===== src/rtl/ptpl_defines.vh =====
// constants for the process timer and parameter lock block
// assumes a 100 MHz system clock; included by bare name
`ifndef PTPL_DEFINES_VH
`define PTPL_DEFINES_VH

// timing
`define PTPL_CLK_NS       10
`define PTPL_SEC_NS       1000000000
`define PTPL_FLASH_MS     500
`define PTPL_UNLOCK_MIN   5
`define PTPL_MIN_SEC      60

// lock code (3552 shown for an all-zero code, 999 is the largest code)
`define PTPL_HIDE_OFFSET  15'h0DE0
`define PTPL_DEC_MOD      15'h2710
`define PTPL_CODE_MIN     14'h0000
`define PTPL_CODE_MAX     14'h03E7
`define PTPL_CODE_RST     14'h0000

// run timer preset in minutes
`define PTPL_PRESET_MIN   14'h0001
`define PTPL_PRESET_MAX   14'h270F
`define PTPL_PRESET_RST   14'h0001

// timer mode values
`define PTPL_MODE_OFF     2'h0
`define PTPL_MODE_BATCH   2'h1
`define PTPL_MODE_PERMIT  2'h2
`define PTPL_MODE_RST     2'h0

// parameter selected for a change on enter
`define PTPL_SEL_OTHER    2'h0
`define PTPL_SEL_TMODE    2'h1
`define PTPL_SEL_PRESET   2'h2

// display content codes
`define PTPL_DISP_PARAM   3'h0
`define PTPL_DISP_VALUE   3'h1
`define PTPL_DISP_END     3'h2
`define PTPL_DISP_PASS    3'h3
`define PTPL_DISP_ERR     3'h4

// control pin bit positions in the synchroniser
`define PTPL_PIN_START    0
`define PTPL_PIN_STOP     1
`define PTPL_PIN_PWR      2
`define PTPL_PIN_FAULT    3

`endif


===== src/rtl/ptpl_top.v =====
// process run timer and keypad parameter lock of a motor starter
// keypad signals are same-clock pulses; start/stop/power/fault are pins
`include "ptpl_defines.vh"

// Behaviours
module ptpl_top #(
    parameter SEC_CYC   = `PTPL_SEC_NS / `PTPL_CLK_NS,
    parameter FLASH_CYC = `PTPL_FLASH_MS * 1000000 / `PTPL_CLK_NS
) (
    input  wire        i_clk,
    input  wire        i_rst_n,
    input  wire        i_key_any,
    input  wire        i_key_arrow,
    input  wire        i_key_enter,
    input  wire        i_lock_open,
    input  wire [13:0] i_entry_value,
    input  wire [1:0]  i_param_sel,
    input  wire        i_factory_restore,
    input  wire        i_two_wire,
    input  wire        i_sched_mode,
    input  wire        i_start,
    input  wire        i_stop,
    input  wire        i_power_ok,
    input  wire        i_fault,
    output reg         o_motor_run,
    output reg  [13:0] o_run_timer,
    output reg  [1:0]  o_timer_mode,
    output reg  [13:0] o_timer_preset,
    output reg         o_lock_enabled,
    output reg         o_unlocked,
    output reg  [2:0]  o_disp_mode,
    output reg  [13:0] o_disp_value,
    output reg         o_param_accept
);
    // counts as integers, cut on purpose to the counter widths
    localparam integer UNLOCK_I   = `PTPL_UNLOCK_MIN * `PTPL_MIN_SEC;
    localparam integer MIN_I      = `PTPL_MIN_SEC - 1;
    localparam integer FLASH_I    = FLASH_CYC - 1;
    localparam [8:0]   UNLOCK_SEC = UNLOCK_I[8:0];
    localparam [5:0]   MIN_LAST   = MIN_I[5:0];
    localparam [25:0]  FLASH_LD   = FLASH_I[25:0];

    localparam [2:0] L_IDLE  = 3'b001;
    localparam [2:0] L_ENC   = 3'b010;
    localparam [2:0] L_ENTRY = 3'b100;

    localparam [3:0] T_IDLE = 4'b0001;
    localparam [3:0] T_RUN  = 4'b0010;
    localparam [3:0] T_SUSP = 4'b0100;
    localparam [3:0] T_DONE = 4'b1000;

    // stored code shown in hidden form, zero maps to 3552
    function [13:0] f_hide;
        input [13:0] code;
        reg   [14:0] s;
        begin
            s = {1'b0, code} + `PTPL_HIDE_OFFSET;
            if (s >= `PTPL_DEC_MOD) begin
                s = s - `PTPL_DEC_MOD;
            end
            f_hide = s[13:0];
        end
    endfunction

    function f_in_range;
        input [13:0] v;
        input [13:0] lo;
        input [13:0] hi;
        begin
            f_in_range = (v >= lo) && (v <= hi);
        end
    endfunction

    wire sec_tick;

    ptpl_tick #(
        .CYC (SEC_CYC)
    ) u_tick (
        .i_clk   (i_clk),
        .i_rst_n (i_rst_n),
        .o_tick  (sec_tick)
    );

    // pin synchroniser: a change counts once stages two and three agree
    reg [3:0] s1_q;
    reg [3:0] s2_q;
    reg [3:0] s3_q;
    reg [3:0] pin_q;
    reg       start_prev_q;
    wire [3:0] pin_agree = ~(s2_q ^ s3_q);

    always @(posedge i_clk) begin
        if (!i_rst_n) begin
            s1_q         <= 4'h0;
            s2_q         <= 4'h0;
            s3_q         <= 4'h0;
            pin_q        <= 4'h0;
            start_prev_q <= 1'b0;
        end else begin
            s1_q         <= {i_fault, i_power_ok, i_stop, i_start};
            s2_q         <= s1_q;
            s3_q         <= s2_q;
            pin_q        <= (s2_q & pin_agree) | (pin_q & ~pin_agree);
            start_prev_q <= pin_q[`PTPL_PIN_START];
        end
    end

    wire start_lvl  = pin_q[`PTPL_PIN_START];
    wire start_edge = start_lvl & ~start_prev_q;
    wire supply_ok  = pin_q[`PTPL_PIN_PWR] & ~pin_q[`PTPL_PIN_FAULT];
    // two-wire: run level is the command, dropping it is a stop
    wire start_cmd  = (i_two_wire ? start_lvl : start_edge) & supply_ok;
    wire stop_cmd   = i_two_wire ? ~start_lvl : pin_q[`PTPL_PIN_STOP];
    wire halt       = stop_cmd | ~supply_ok;

    // ---------------- parameter lock ----------------
    reg  [2:0]  lstate_q;
    reg  [13:0] code_q;
    reg  [8:0]  unl_sec_q;
    reg  [25:0] flash_q;
    reg         wr_mode;
    reg         wr_preset;

    wire allowed    = ~o_lock_enabled | o_unlocked;
    wire code_valid = f_in_range(i_entry_value, `PTPL_CODE_MIN, `PTPL_CODE_MAX);
    wire flashing   = (o_disp_mode == `PTPL_DISP_END) || (o_disp_mode == `PTPL_DISP_PASS) ||
                      (o_disp_mode == `PTPL_DISP_ERR);
    wire param_enter = i_key_enter & (lstate_q != L_ENTRY) & (i_param_sel != `PTPL_SEL_OTHER);

    always @(posedge i_clk) begin
        if (!i_rst_n) begin
            lstate_q       <= L_IDLE;
            code_q         <= `PTPL_CODE_RST;
            o_lock_enabled <= 1'b0;
            o_unlocked     <= 1'b0;
            unl_sec_q      <= 9'h000;
            flash_q        <= 26'h0000000;
            o_disp_mode    <= `PTPL_DISP_PARAM;
            o_disp_value   <= 14'h0000;
        end else begin
            // unlock window floats with every key press
            if (o_unlocked) begin
                if (i_key_any) begin
                    unl_sec_q <= UNLOCK_SEC;
                end else if (sec_tick) begin
                    if (unl_sec_q == 9'h001) begin
                        o_unlocked <= 1'b0;
                    end
                    unl_sec_q <= unl_sec_q - 9'h001;
                end
            end

            // flash stands its count, then back to the parameter number
            if (flashing) begin
                if (flash_q == 26'h0000000) begin
                    o_disp_mode <= `PTPL_DISP_PARAM;
                end else begin
                    flash_q <= flash_q - 26'h0000001;
                end
            end
            case (lstate_q)
                L_IDLE: begin
                    if (i_lock_open) begin
                        lstate_q     <= L_ENC;
                        o_disp_mode  <= `PTPL_DISP_VALUE;
                        o_disp_value <= f_hide(code_q);
                    end else if (param_enter && !allowed) begin
                        o_disp_mode <= `PTPL_DISP_ERR;
                        flash_q     <= FLASH_LD;
                    end else if (param_enter && !(wr_mode || wr_preset)) begin
                        o_disp_mode <= `PTPL_DISP_ERR;
                        flash_q     <= FLASH_LD;
                    end
                end
                L_ENC: begin
                    if (i_key_arrow) begin
                        lstate_q     <= L_ENTRY;
                        o_disp_value <= 14'h0000;
                    end else if (i_key_enter) begin
                        lstate_q    <= L_IDLE;
                        o_disp_mode <= `PTPL_DISP_PARAM;
                    end
                end
                L_ENTRY: begin
                    o_disp_value <= i_entry_value;
                    if (i_key_enter) begin
                        lstate_q <= L_IDLE;
                        flash_q  <= FLASH_LD;
                        if (!code_valid) begin
                            o_disp_mode <= `PTPL_DISP_ERR;
                        end else if (!allowed) begin
                            if (i_entry_value == code_q) begin
                                o_disp_mode <= `PTPL_DISP_PASS;
                                o_unlocked  <= 1'b1;
                                unl_sec_q   <= UNLOCK_SEC;
                            end else begin
                                o_disp_mode <= `PTPL_DISP_ERR;
                            end
                        end else begin
                            code_q         <= i_entry_value;
                            o_lock_enabled <= (i_entry_value != 14'h0000);
                            o_unlocked     <= 1'b0;
                            o_disp_mode    <= `PTPL_DISP_END;
                        end
                    end
                end
                default: begin
                    lstate_q <= L_IDLE;
                end
            endcase
        end
    end

    // ---------------- timer settings ----------------
    always @* begin
        wr_mode   = 1'b0;
        wr_preset = 1'b0;
        if (param_enter && allowed) begin
            if (i_param_sel == `PTPL_SEL_TMODE) begin
                wr_mode = (i_entry_value <= {12'h000, `PTPL_MODE_PERMIT});
            end
            if (i_param_sel == `PTPL_SEL_PRESET) begin
                wr_preset = f_in_range(i_entry_value, `PTPL_PRESET_MIN,
                                       `PTPL_PRESET_MAX);
            end
        end
    end

    always @(posedge i_clk) begin
        if (!i_rst_n) begin
            o_timer_mode   <= `PTPL_MODE_RST;
            o_timer_preset <= `PTPL_PRESET_RST;
            o_param_accept <= 1'b0;
        end else begin
            o_param_accept <= (wr_mode | wr_preset) & ~i_factory_restore;
            // restore wins over a same-cycle write and leaves the lock code
            if (i_factory_restore) begin
                o_timer_mode   <= `PTPL_MODE_RST;
                o_timer_preset <= `PTPL_PRESET_RST;
            end else begin
                if (wr_mode) begin
                    o_timer_mode <= i_entry_value[1:0];
                end
                if (wr_preset) begin
                    o_timer_preset <= i_entry_value;
                end
            end
        end
    end

    // ---------------- run timer and motor ----------------
    reg [3:0] tstate_q;
    reg [5:0] sec_cnt_q;
    wire batch = (o_timer_mode == `PTPL_MODE_BATCH);

    always @(posedge i_clk) begin
        if (!i_rst_n) begin
            tstate_q    <= T_IDLE;
            sec_cnt_q   <= 6'h00;
            o_run_timer <= `PTPL_PRESET_RST;
            o_motor_run <= 1'b0;
        end else if (!batch) begin
            // plain starter: follows start and stop, timer parked at preset
            tstate_q    <= T_IDLE;
            sec_cnt_q   <= 6'h00;
            o_run_timer <= o_timer_preset;
            if (halt) begin
                o_motor_run <= 1'b0;
            end else if (start_cmd) begin
                o_motor_run <= 1'b1;
            end
        end else begin
            case (tstate_q)
                T_IDLE: begin
                    o_motor_run <= 1'b0;
                    o_run_timer <= o_timer_preset;
                    sec_cnt_q   <= 6'h00;
                    if (start_cmd && !halt) begin
                        tstate_q    <= T_RUN;
                        o_motor_run <= 1'b1;
                    end
                end
                T_RUN: begin
                    if (halt) begin
                        tstate_q    <= T_SUSP;
                        o_motor_run <= 1'b0;
                    end else if (sec_tick) begin
                        if (sec_cnt_q == MIN_LAST) begin
                            sec_cnt_q   <= 6'h00;
                            o_run_timer <= o_run_timer - 14'h0001;
                            if (o_run_timer == 14'h0001) begin
                                tstate_q    <= T_DONE;
                                o_motor_run <= 1'b0;
                            end
                        end else begin
                            sec_cnt_q <= sec_cnt_q + 6'h01;
                        end
                    end
                end
                T_SUSP: begin
                    // held value kept; two-wire restarts on held run level
                    if (start_cmd && !halt) begin
                        tstate_q    <= T_RUN;
                        o_motor_run <= 1'b1;
                    end
                end
                T_DONE: begin
                    o_motor_run <= 1'b0;
                    if (i_sched_mode ? !start_lvl : stop_cmd) begin
                        tstate_q    <= T_IDLE;
                        o_run_timer <= o_timer_preset;
                    end
                end
                default: begin
                    tstate_q    <= T_IDLE;
                    o_motor_run <= 1'b0;
                end
            endcase
        end
    end
endmodule // ptpl_top


===== src/rtl/ptpl_tick.v =====
// free running divider giving a one-cycle pulse every CYC clocks
// assumes one clock domain with synchronous active-low reset
module ptpl_tick #(
    parameter CYC = 100000000
) (
    input  wire i_clk,
    input  wire i_rst_n,
    output reg  o_tick
);
    reg [26:0] cnt_q;

    always @(posedge i_clk) begin
        if (!i_rst_n) begin
            cnt_q  <= 27'h0000000;
            o_tick <= 1'b0;
        end else if (cnt_q == CYC[26:0] - 27'h0000001) begin
            cnt_q  <= 27'h0000000;
            o_tick <= 1'b1;
        end else begin
            cnt_q  <= cnt_q + 27'h0000001;
            o_tick <= 1'b0;
        end
    end
endmodule // ptpl_tick


===== config.mk =====
export PLATFORM = sky130hd
export DESIGN_NAME = ptpl_top
export DESIGN_NICKNAME = d
export VERILOG_FILES = /design/src/rtl/ptpl_top.v /design/src/rtl/ptpl_tick.v
export VERILOG_INCLUDE_DIRS = /design/src /design/src/rtl
export SDC_FILE = /design/constraint.sdc
export NUM_CORES = 1
export LEC_CHECK = 0
export ABC_AREA = 0
export BUFFER_PORTS_ARGS = -buffer_cell sky130_fd_sc_hd__buf_2
export CORE_ASPECT_RATIO = 1.4
export CORE_UTILIZATION = 35
export DETAILED_ROUTE_END_ITERATION = 10
export GPL_TIMING_DRIVEN = 0
export PLACE_DENSITY = 0.58
export SYNTH_ARGS = -nofsm -noshare
export SYNTH_HDL_FRONTEND = slang
export SYNTH_HIERARCHICAL = 1
export SYNTH_SLANG_ARGS = --single-unit
export TNS_END_PERCENT = 30

===== constraint.sdc =====
create_clock -name i_clk -period 2.85 [get_ports i_clk]
set_input_delay 0.1425 -clock i_clk [delete_from_list [all_inputs] [get_ports i_clk]]
set_output_delay 0.1425 -clock i_clk [all_outputs]
set_load 0.01 [all_outputs]

==> run_results.csv, run 1 <==
group,metric,value,unit
routing,drt_iter0_drc,528,
layout,area_growth,17.2,%
yosys,syn_inst,982,
critical_path,cpPeakStageDelay,0.51,ns
sta,drv_slew,0,
power,finalPower,0.00584,W
power,p_leak,3.45,nW
clocking,cts.clk_slew.worst_paths,0.07,ns
sta,timing.fmax,384,MHz
clocking,postCtsSetupRepairBufs,0,
yosys,synth.cell_area,0.00822,mm^2
hold_path,hold_start,"i_entry_value[12]",
routing,dr.pass1.iters,6,
die,row_count,66,
placed_design,dp.cells,1363,
global_route,grt_pass1_vias,7356,
clocking,tritoncts,"built",
global_route,track_usage,0.204,
die,ios,80,
sta,hold_violations,0,
die,dieArea,0.0241,mm^2
die,initial_core_util,0.355,
routing,ant_nets,0,
clocking,clock_latency,0.44,ns
placed_design,place_congestion,0.870,
layout,drive_above_1_share,0.129,
critical_path,worstPathCellList,"buf_6 > inv_1 > ha_1 > or3b_2 > a211o_1 > nand4_1 > a21o_1 > buf_6 > a21oi_1 > o31a_1",
power,power_frac_comb,0.179,
yosys,synthArstFlopShare,0,
placed_design,dp.final_hpwl,17800,um
critical_path,cp.arrival,2.93,ns
sta,fin_tns_setup,0,ns
sta,relSlewSlack,0.315,
clocking,cts_buffers,17,
yosys,yosys.cell_count.top_type,"dfxtp_1",
hold_path,hp-class,"in -> reg",
critical_path,crit_path_frequent_cell,"buf_6",
placed_design,io_buffer_count,75,
power,clkPwrFrac,0.398,
critical_path,worstSetupPathType,"reg -> reg",
critical_path,crit_path_start_kind,"flip-flop",
power,switching_share,0.303,
routing,via_count,7668,
clocking,clock-sinks,158,
yosys,synth_area_leader_cell,"dfxtp_1",
clocking,htreeDepth,4,
global_route,antenna_found_initial,4,
critical_path,cp-startpoint,"code_q[6]$_SDFFE_PN0P_",
sta,tightestPinTransition,1.02,ns
status,status,"finished clean",
power,cellPowerDensity,606,mW/mm^2
layout,finish.net_count,1121,
die,fp.dieW,131,um
power,seqPwrFrac,0.422,
routing,routed_wl,24200,um
die,die_h,183,um
global_route,grt_pass1_wl,38800,um
critical_path,critPathCaptureType,"flip-flop",
yosys,syn_avg_cell_area,8.37,um^2
sta,rsz0062_at_grt,"no",
critical_path,required,3.17,ns
layout,post-route-util,0.416,
critical_path,crit_fanout,10,
global_route,overflow,0,
sta,fin_crit_sh,0.915,
sta,setup_viol,0,
yosys,ys_seq_elements,158,
yosys,synth.top_cell.area_share,0.385,
power,p_int,0.00406,W
critical_path,slowest_stage,"or3b_2",
layout,stdcell_count,1400,
yosys,synth_nets,1023,
routing,drt-vias-per-instance,5.48,
sta,layout_min_cycle_time,2.61,ns
sta,fin_skew,0.00758,ns
routing,routedWlPerCell,17.3,um
routing,drcViolationCount,0,
yosys,ys_seq_area_frac,0.385,
die,core,0.0231,mm^2
global_route,grt_max_degree,17,
sta,whs,0.0514,ns
flow_run,maxCapViolations,0,
yosys,synth_cell_types,75,
yosys,synthTopCellsByCount,"dfxtp_1, nor2_1, a21oi_1, nand2_1, clkbuf_1",
clocking,ctsRootBufferMaster,"clkbuf_16",
power,switching_power,0.00177,W
yosys,yosys_warnings,6,
critical_path,r2r_start,"code_q[6]$_SDFFE_PN0P_",
yosys,synth_area_leaders,"dfxtp_1, nor2_1, a21oi_1",
clocking,cts_max_path_buffers,2,
yosys,synth_flop_cell,"dfxtp_1",
power,ir_drop,463,uV
yosys,synth_edf_count,0,
metrics by stage:
stage / area (um^2) / setup WS (ns)
after floorplan: 8220 / 0.531
after global placement: 8970 / 0.165
after detailed placement: 8970 / 0.173
after CTS: 9610 / 0.151
after global routing: 9620 / 0.0259
final: 9630 / 0.243
sequential cells by signal (all words and copies together) (netlist names), 4 cells and up, named ones only:
signal	flops
u_tick/cnt_q	27
flash_q	26
code_q	14
o_disp_value	14
o_run_timer	14
o_timer_preset	14
unl_sec_q	9
sec_cnt_q	6
s1_q	4
s2_q	4
s3_q	4
tstate_q	4
power by group through the flow:
stage | Clock (W) | Sequential (W) | Combinational (W)
floorplan | 0 | 0.00251 | 0.000684
global placement | 0 | 0.00251 | 0.00102
detailed placement | 0 | 0.00251 | 0.00102
CTS | 0.00238 | 0.00246 | 0.00103
global route | 0.00247 | 0.00248 | 0.00115
finish | 0.00233 | 0.00247 | 0.00105
kinds of logic after synthesis:
| group | synth area share |
|---|---|
| compound gates | 0.180 |
| xor+xnor | 0.0672 |
| fa+ha+maj | 0.0183 |
| buf+inv | 0.0375 |
| flops | 0.385 |
| mux | 0.0355 |
| simple gates | 0.277 |
area by class of cell:
type | instances | area (um^2)
Antenna cell | 2 | 5.00
Buffer | 58 | 245
Clock buffer | 18 | 439
Clock inverter | 13 | 154
Fill cell | 2382 | 13500
Inverter | 17 | 63.8
Multi-Input combinational cell | 749 | 4760
Sequential cell | 158 | 3160
Tap cell | 306 | 383
Timing Repair Buffer | 79 | 415
worst paths after layout:
check                                    endpoint  slack [ns]  depth (start not counted)
hold / removal    o_timer_preset[12]$_SDFFE_PP0P_        0.05                          3
setup / recovery    o_disp_value[11]$_SDFFE_PN0P_        0.24                         10
hold reg to reg                s2_q[1]$_SDFF_PN0_        0.43                          1
setup reg to reg    o_disp_value[11]$_SDFFE_PN0P_        0.24                         10
worst max-delay path: cells and delay by family, from the launching register on:
kind                     cells  cell delay (ns)
AO/OA/AOI/OAI                4             0.89
AND/OR/NAND/NOR              2             0.65
buffers and inverters        3             0.38
flip-flops                   1             0.31
adder cells (fa/ha/maj)      1             0.25
timing repair:
action                                 4_1_cts  5_1_grt
hold buffers                                 4        0
endpoints found under the hold margin        4        0
setup endpoints to repair                    0       28
gates resized for setup                      0        6
layout by cell type, fill, tap and decap left out, types with 20 or more instances in the layout:
cell      synthesis  layout
nand4_1          20      20
nor2b_1          21      21
and2_1           24      24
xor2_1           26      26
nand3_1          40      40
mux2i_1          28      28
buf_2             9      84
dfxtp_1         158     157
nand2_1          62      62
a21oi_1          68      68
xnor2_1          37      37
clkbuf_1         46      45
nor4_1           21      20
nor3_1           34      34
o21ai_0          38      38
nor2_1           95      95
metal layers:
| metal | up-vias | share of wire | track usage |
|---|---|---|---|
| li1 | 3782 | - | - |
| met1 | 3664 | 0.42 | 0.233 |
| met2 | 172 | 0.50 | 0.358 |
| met3 | 46 | 0.051 | 0.0517 |
| met4 | 4 | 0.029 | 0.0930 |
| met5 | - | 0.0013 | 0 |
Note: power is estimated with default switching activity, not from simulation.
==> run 2, diff against run 1 <==
Settings changed: SYNTH_HIERARCHICAL 1 to not set.
Clock period 2.85 ns to 3.2 ns, I/O delays scaled along.
==> run 2 against run 1 <==
- non-clock buffer count down 6
- synthesized cell count down 0.61%
- global-route usage down 1.0 points
- synthesized area down 2.0%
- cell area down 1.9%
- sequential power down 16%
- die area down 2.0%
- hold slack worse by 0.011 ns
- worst setup slack better by 0.012 ns
- wire length down 7.5%
- combinational power down 57%
- cell count down 0.79%
- critical path type unchanged
- largest cell class unchanged
- largest power group unchanged
- highest routed layer unchanged
==> run_results.csv, run 2 <==
group,metric,value,unit
yosys,synth_nets,1017,
sta,relSlewSlack,0.385,
sta,hold_violations,0,
layout,area_growth,17.4,%
critical_path,critPathCaptureType,"flip-flop",
critical_path,cp.arrival,3.24,ns
die,dieArea,0.0236,mm^2
critical_path,worstSetupPathType,"reg -> reg",
layout,antennaDiodeCount,0,
routing,dr.pass1.iters,4,
global_route,overflow,0,
die,initial_core_util,0.357,
global_route,track_usage,0.194,
critical_path,required,3.49,ns
critical_path,cpLargestDelayFamily,"buffers and inverters",
sta,drv_slew,0,
routing,ant_nets,0,
layout,regMostFlops,"u_tick.cnt_q",
power,p_leak,3.53,nW
routing,routedWlPerCell,16.1,um
clocking,cts.clk_slew.worst_paths,0.06,ns
sta,fin_tns_setup,0,ns
hold_path,hp-class,"in -> reg",
clocking,cts_max_path_buffers,2,
layout,layout_common_cells,"dfxtp_1, nor2_1, nand2_1, buf_2, a21oi_1",
status,status,"finished clean",
critical_path,r2r_cells,10,
die,die_h,181,um
placed_design,dp.cells,1352,
critical_path,cpPeakStageDelay,0.50,ns
yosys,synth.top_cell.area_share,0.393,
clocking,clock_latency,0.43,ns
die,ios,80,
sta,tightestPinTransition,0.914,ns
critical_path,slowest_stage,"nor4b_1",
yosys,syn_inst,976,
sta,timing.fmax,339,MHz
routing,routed_wl,22300,um
flow_run,maxCapViolations,0,
routing,drcViolationCount,0,
die,core,0.0225,mm^2
layout,stdcell_count,1389,
layout,finish.net_count,1116,
yosys,synth_cell_types,71,
hold_path,hold_path_end,"code_q[2]$_SDFFE_PN0P_",
placed_design,dpl_cell_area,0.00880,mm^2
critical_path,path_buf_inv,4,
clocking,htreeDepth,4,
routing,drt-vias-per-instance,5.28,
routing,via_count,7333,
yosys,synth_area_leaders,"dfxtp_1, nor2_1, xor2_1",
yosys,synth_area_leader_cell,"dfxtp_1",
critical_path,crit_fanout,10,
yosys,yosys_warnings,0,
critical_path,r2r_setup_slack,0.25,ns
layout,fillers,2293,
power,ir_drop,364,uV
routing,drt_iter0_drc,334,
layout,drive_above_1_share,0.121,
critical_path,worstPathCellList,"buf_2 > nor3b_2 > nor4b_1 > o211a_1 > clkbuf_1 > nand3b_1 > and2_1 > buf_2 > buf_2 > a21oi_1",
critical_path,r2r-end,"flash_q[14]$_SDFF_PN0_",
clocking,tritoncts,"built",
critical_path,crit_path_frequent_cell,"buf_2",
placed_design,io_buffer_count,75,
sta,rsz0062_at_grt,"no",
layout,fin_area,0.00945,mm^2
critical_path,crit_path_start_kind,"flip-flop",
clocking,cts_resized,0,
clocking,cts_buffers,17,
yosys,ys_seq_area_frac,0.393,
die,fp.dieW,130,um
sta,layout_min_cycle_time,2.95,ns
global_route,grt_max_degree,17,
placed_design,place_congestion,0.840,
global_route,grt_pass1_wl,35500,um
power,cellPowerDensity,485,mW/mm^2
yosys,syn_avg_cell_area,8.25,um^2
yosys,synth_flop_cell,"dfxtp_1",
yosys,yosys.cell_count.top_type,"dfxtp_1",
power,finalPower,0.00458,W
critical_path,r2r_start,"lstate_q[0]$_SDFFE_PN1P_",
clocking,clock-sinks,158,
sta,setup_viol,0,
hold_path,hold_start,"i_entry_value[2]",
yosys,synthTopCellsByCount,"dfxtp_1, nor2_1, nand2_1, a21oi_1, xor2_1",
die,row_count,65,
layout,final_common_cell,"dfxtp_1",
clocking,ctsRootBufferMaster,"clkbuf_16",
global_route,antenna_found_initial,2,
yosys,synthArstFlopShare,0,
sta,fin_skew,0.00901,ns
placed_design,dp.final_hpwl,16700,um
layout,largest_reg_flops,27,
yosys,synth_edf_count,0,
sta,fin_crit_sh,0.920,
yosys,synth.cell_area,0.00805,mm^2
yosys,ys_seq_elements,158,
hold_path,hold_depth,3,
layout,reg.largest.list,"u_tick.cnt_q x27, flash_q x26",
global_route,grt_pass1_vias,6887,
==> run 2: changes by cell type in the layout (fill, tap and decap cells not counted), moves of 5 or more <==
cell      delta
mux2i_1     -12
xor2_1      +26
nor2b_1     -10
a211oi_1    -11
nor3b_1      -5
nor2_1      +33
o31ai_1     -11
or4_1       -12
nand2_1     +24
xnor2_1      -5
o21ai_0     -10
a21oi_1      +8
a31oi_1      -5
==> run 2: worst max path at each step <==
| stage | to | depth (start not counted) | startpoint |
|---|---|---|---|
| 6_report | flash_q[14]$_SDFF_PN0_ | 10 | lstate_q[0]$_SDFFE_PN1P_ |
| 5_1_grt | flash_q[17]$_SDFF_PN0_ | 10 | lstate_q[1]$_SDFFE_PN0P_ |
| 4_1_cts | flash_q[14]$_SDFF_PN0_ | 10 | lstate_q[0]$_SDFFE_PN1P_ |
| 3_5_place_dp | flash_q[25]$_SDFF_PN0_ | 10 | lstate_q[0]$_SDFFE_PN1P_ |
| 3_3_place_gp | flash_q[19]$_SDFF_PN0_ | 10 | lstate_q[0]$_SDFFE_PN1P_ |
| 2_1_floorplan | o_disp_value[5]$_SDFFE_PN0P_ | 10 | code_q[5]$_SDFFE_PN0P_ |
==> run 2: per-stage QoR <==
step	utilization	hold WS (ns)	worst slack (ns)
floorplan	-	0.287	0.593
global placement	0.391	0.384	0.300
detailed placement	0.391	0.398	0.280
CTS	0.419	0.0269	0.263
global route	0.419	0.0547	0.109
finish	0.419	0.0408	0.254
==> run 2: cell type report <==
cell class                      instances  area, um^2  share of cell area
Buffer                                 51         215              0.0228
Timing Repair Buffer                   80         425              0.0450
Tap cell                              301         377              0.0399
Multi-Input combinational cell        751        4610               0.488
Sequential cell                       158        3160               0.335
Inverter                               16        60.1             0.00636
Clock buffer                           18         439              0.0465
Clock inverter                         14         156              0.0166
==> run 2: tightest hold or removal path, cell delays in order <==
cell and delay, ns:
buf_2 0.14, nand3_1 0.07, a21oi_1 0.05
==> run 2: cells by family (layout without fill, tap and decap cells) <==
family	after synthesis	count (layout)	synth area share
DFF	158	158	0.393
muxes	18	18	0.0227
xor gates and xnor gates	85	85	0.0934
buffers and inverters	67	179	0.0342
adders and majority gates	12	12	0.0187
and+or+nand+nor	442	442	0.277
AOI/OAI and AO/OA	194	194	0.161
==> run 2: what timing repair did <==
action,in CTS,in global routing
hold endpoints to repair,5,0
hold buffers,5,0
setup endpoints to repair,0,0
buffers inserted,0,0
==> run 2: power breakdown <==
group / switching [W] / internal, W / leakage (nW) / total, W
clock network: 0.000871 / 0.00118 / 0.292 / 0.00205
registers: 0.0000530 / 0.00203 / 1.28 / 0.00208
logic: 0.000284 / 0.000166 / 1.96 / 0.000450
==> run 2: per-layer routing <==
metal  part of all wire  global-route usage
met1               0.41               0.221
met5             0.0011                   0
met4              0.032              0.0856
met2               0.51               0.342
met3              0.049              0.0415
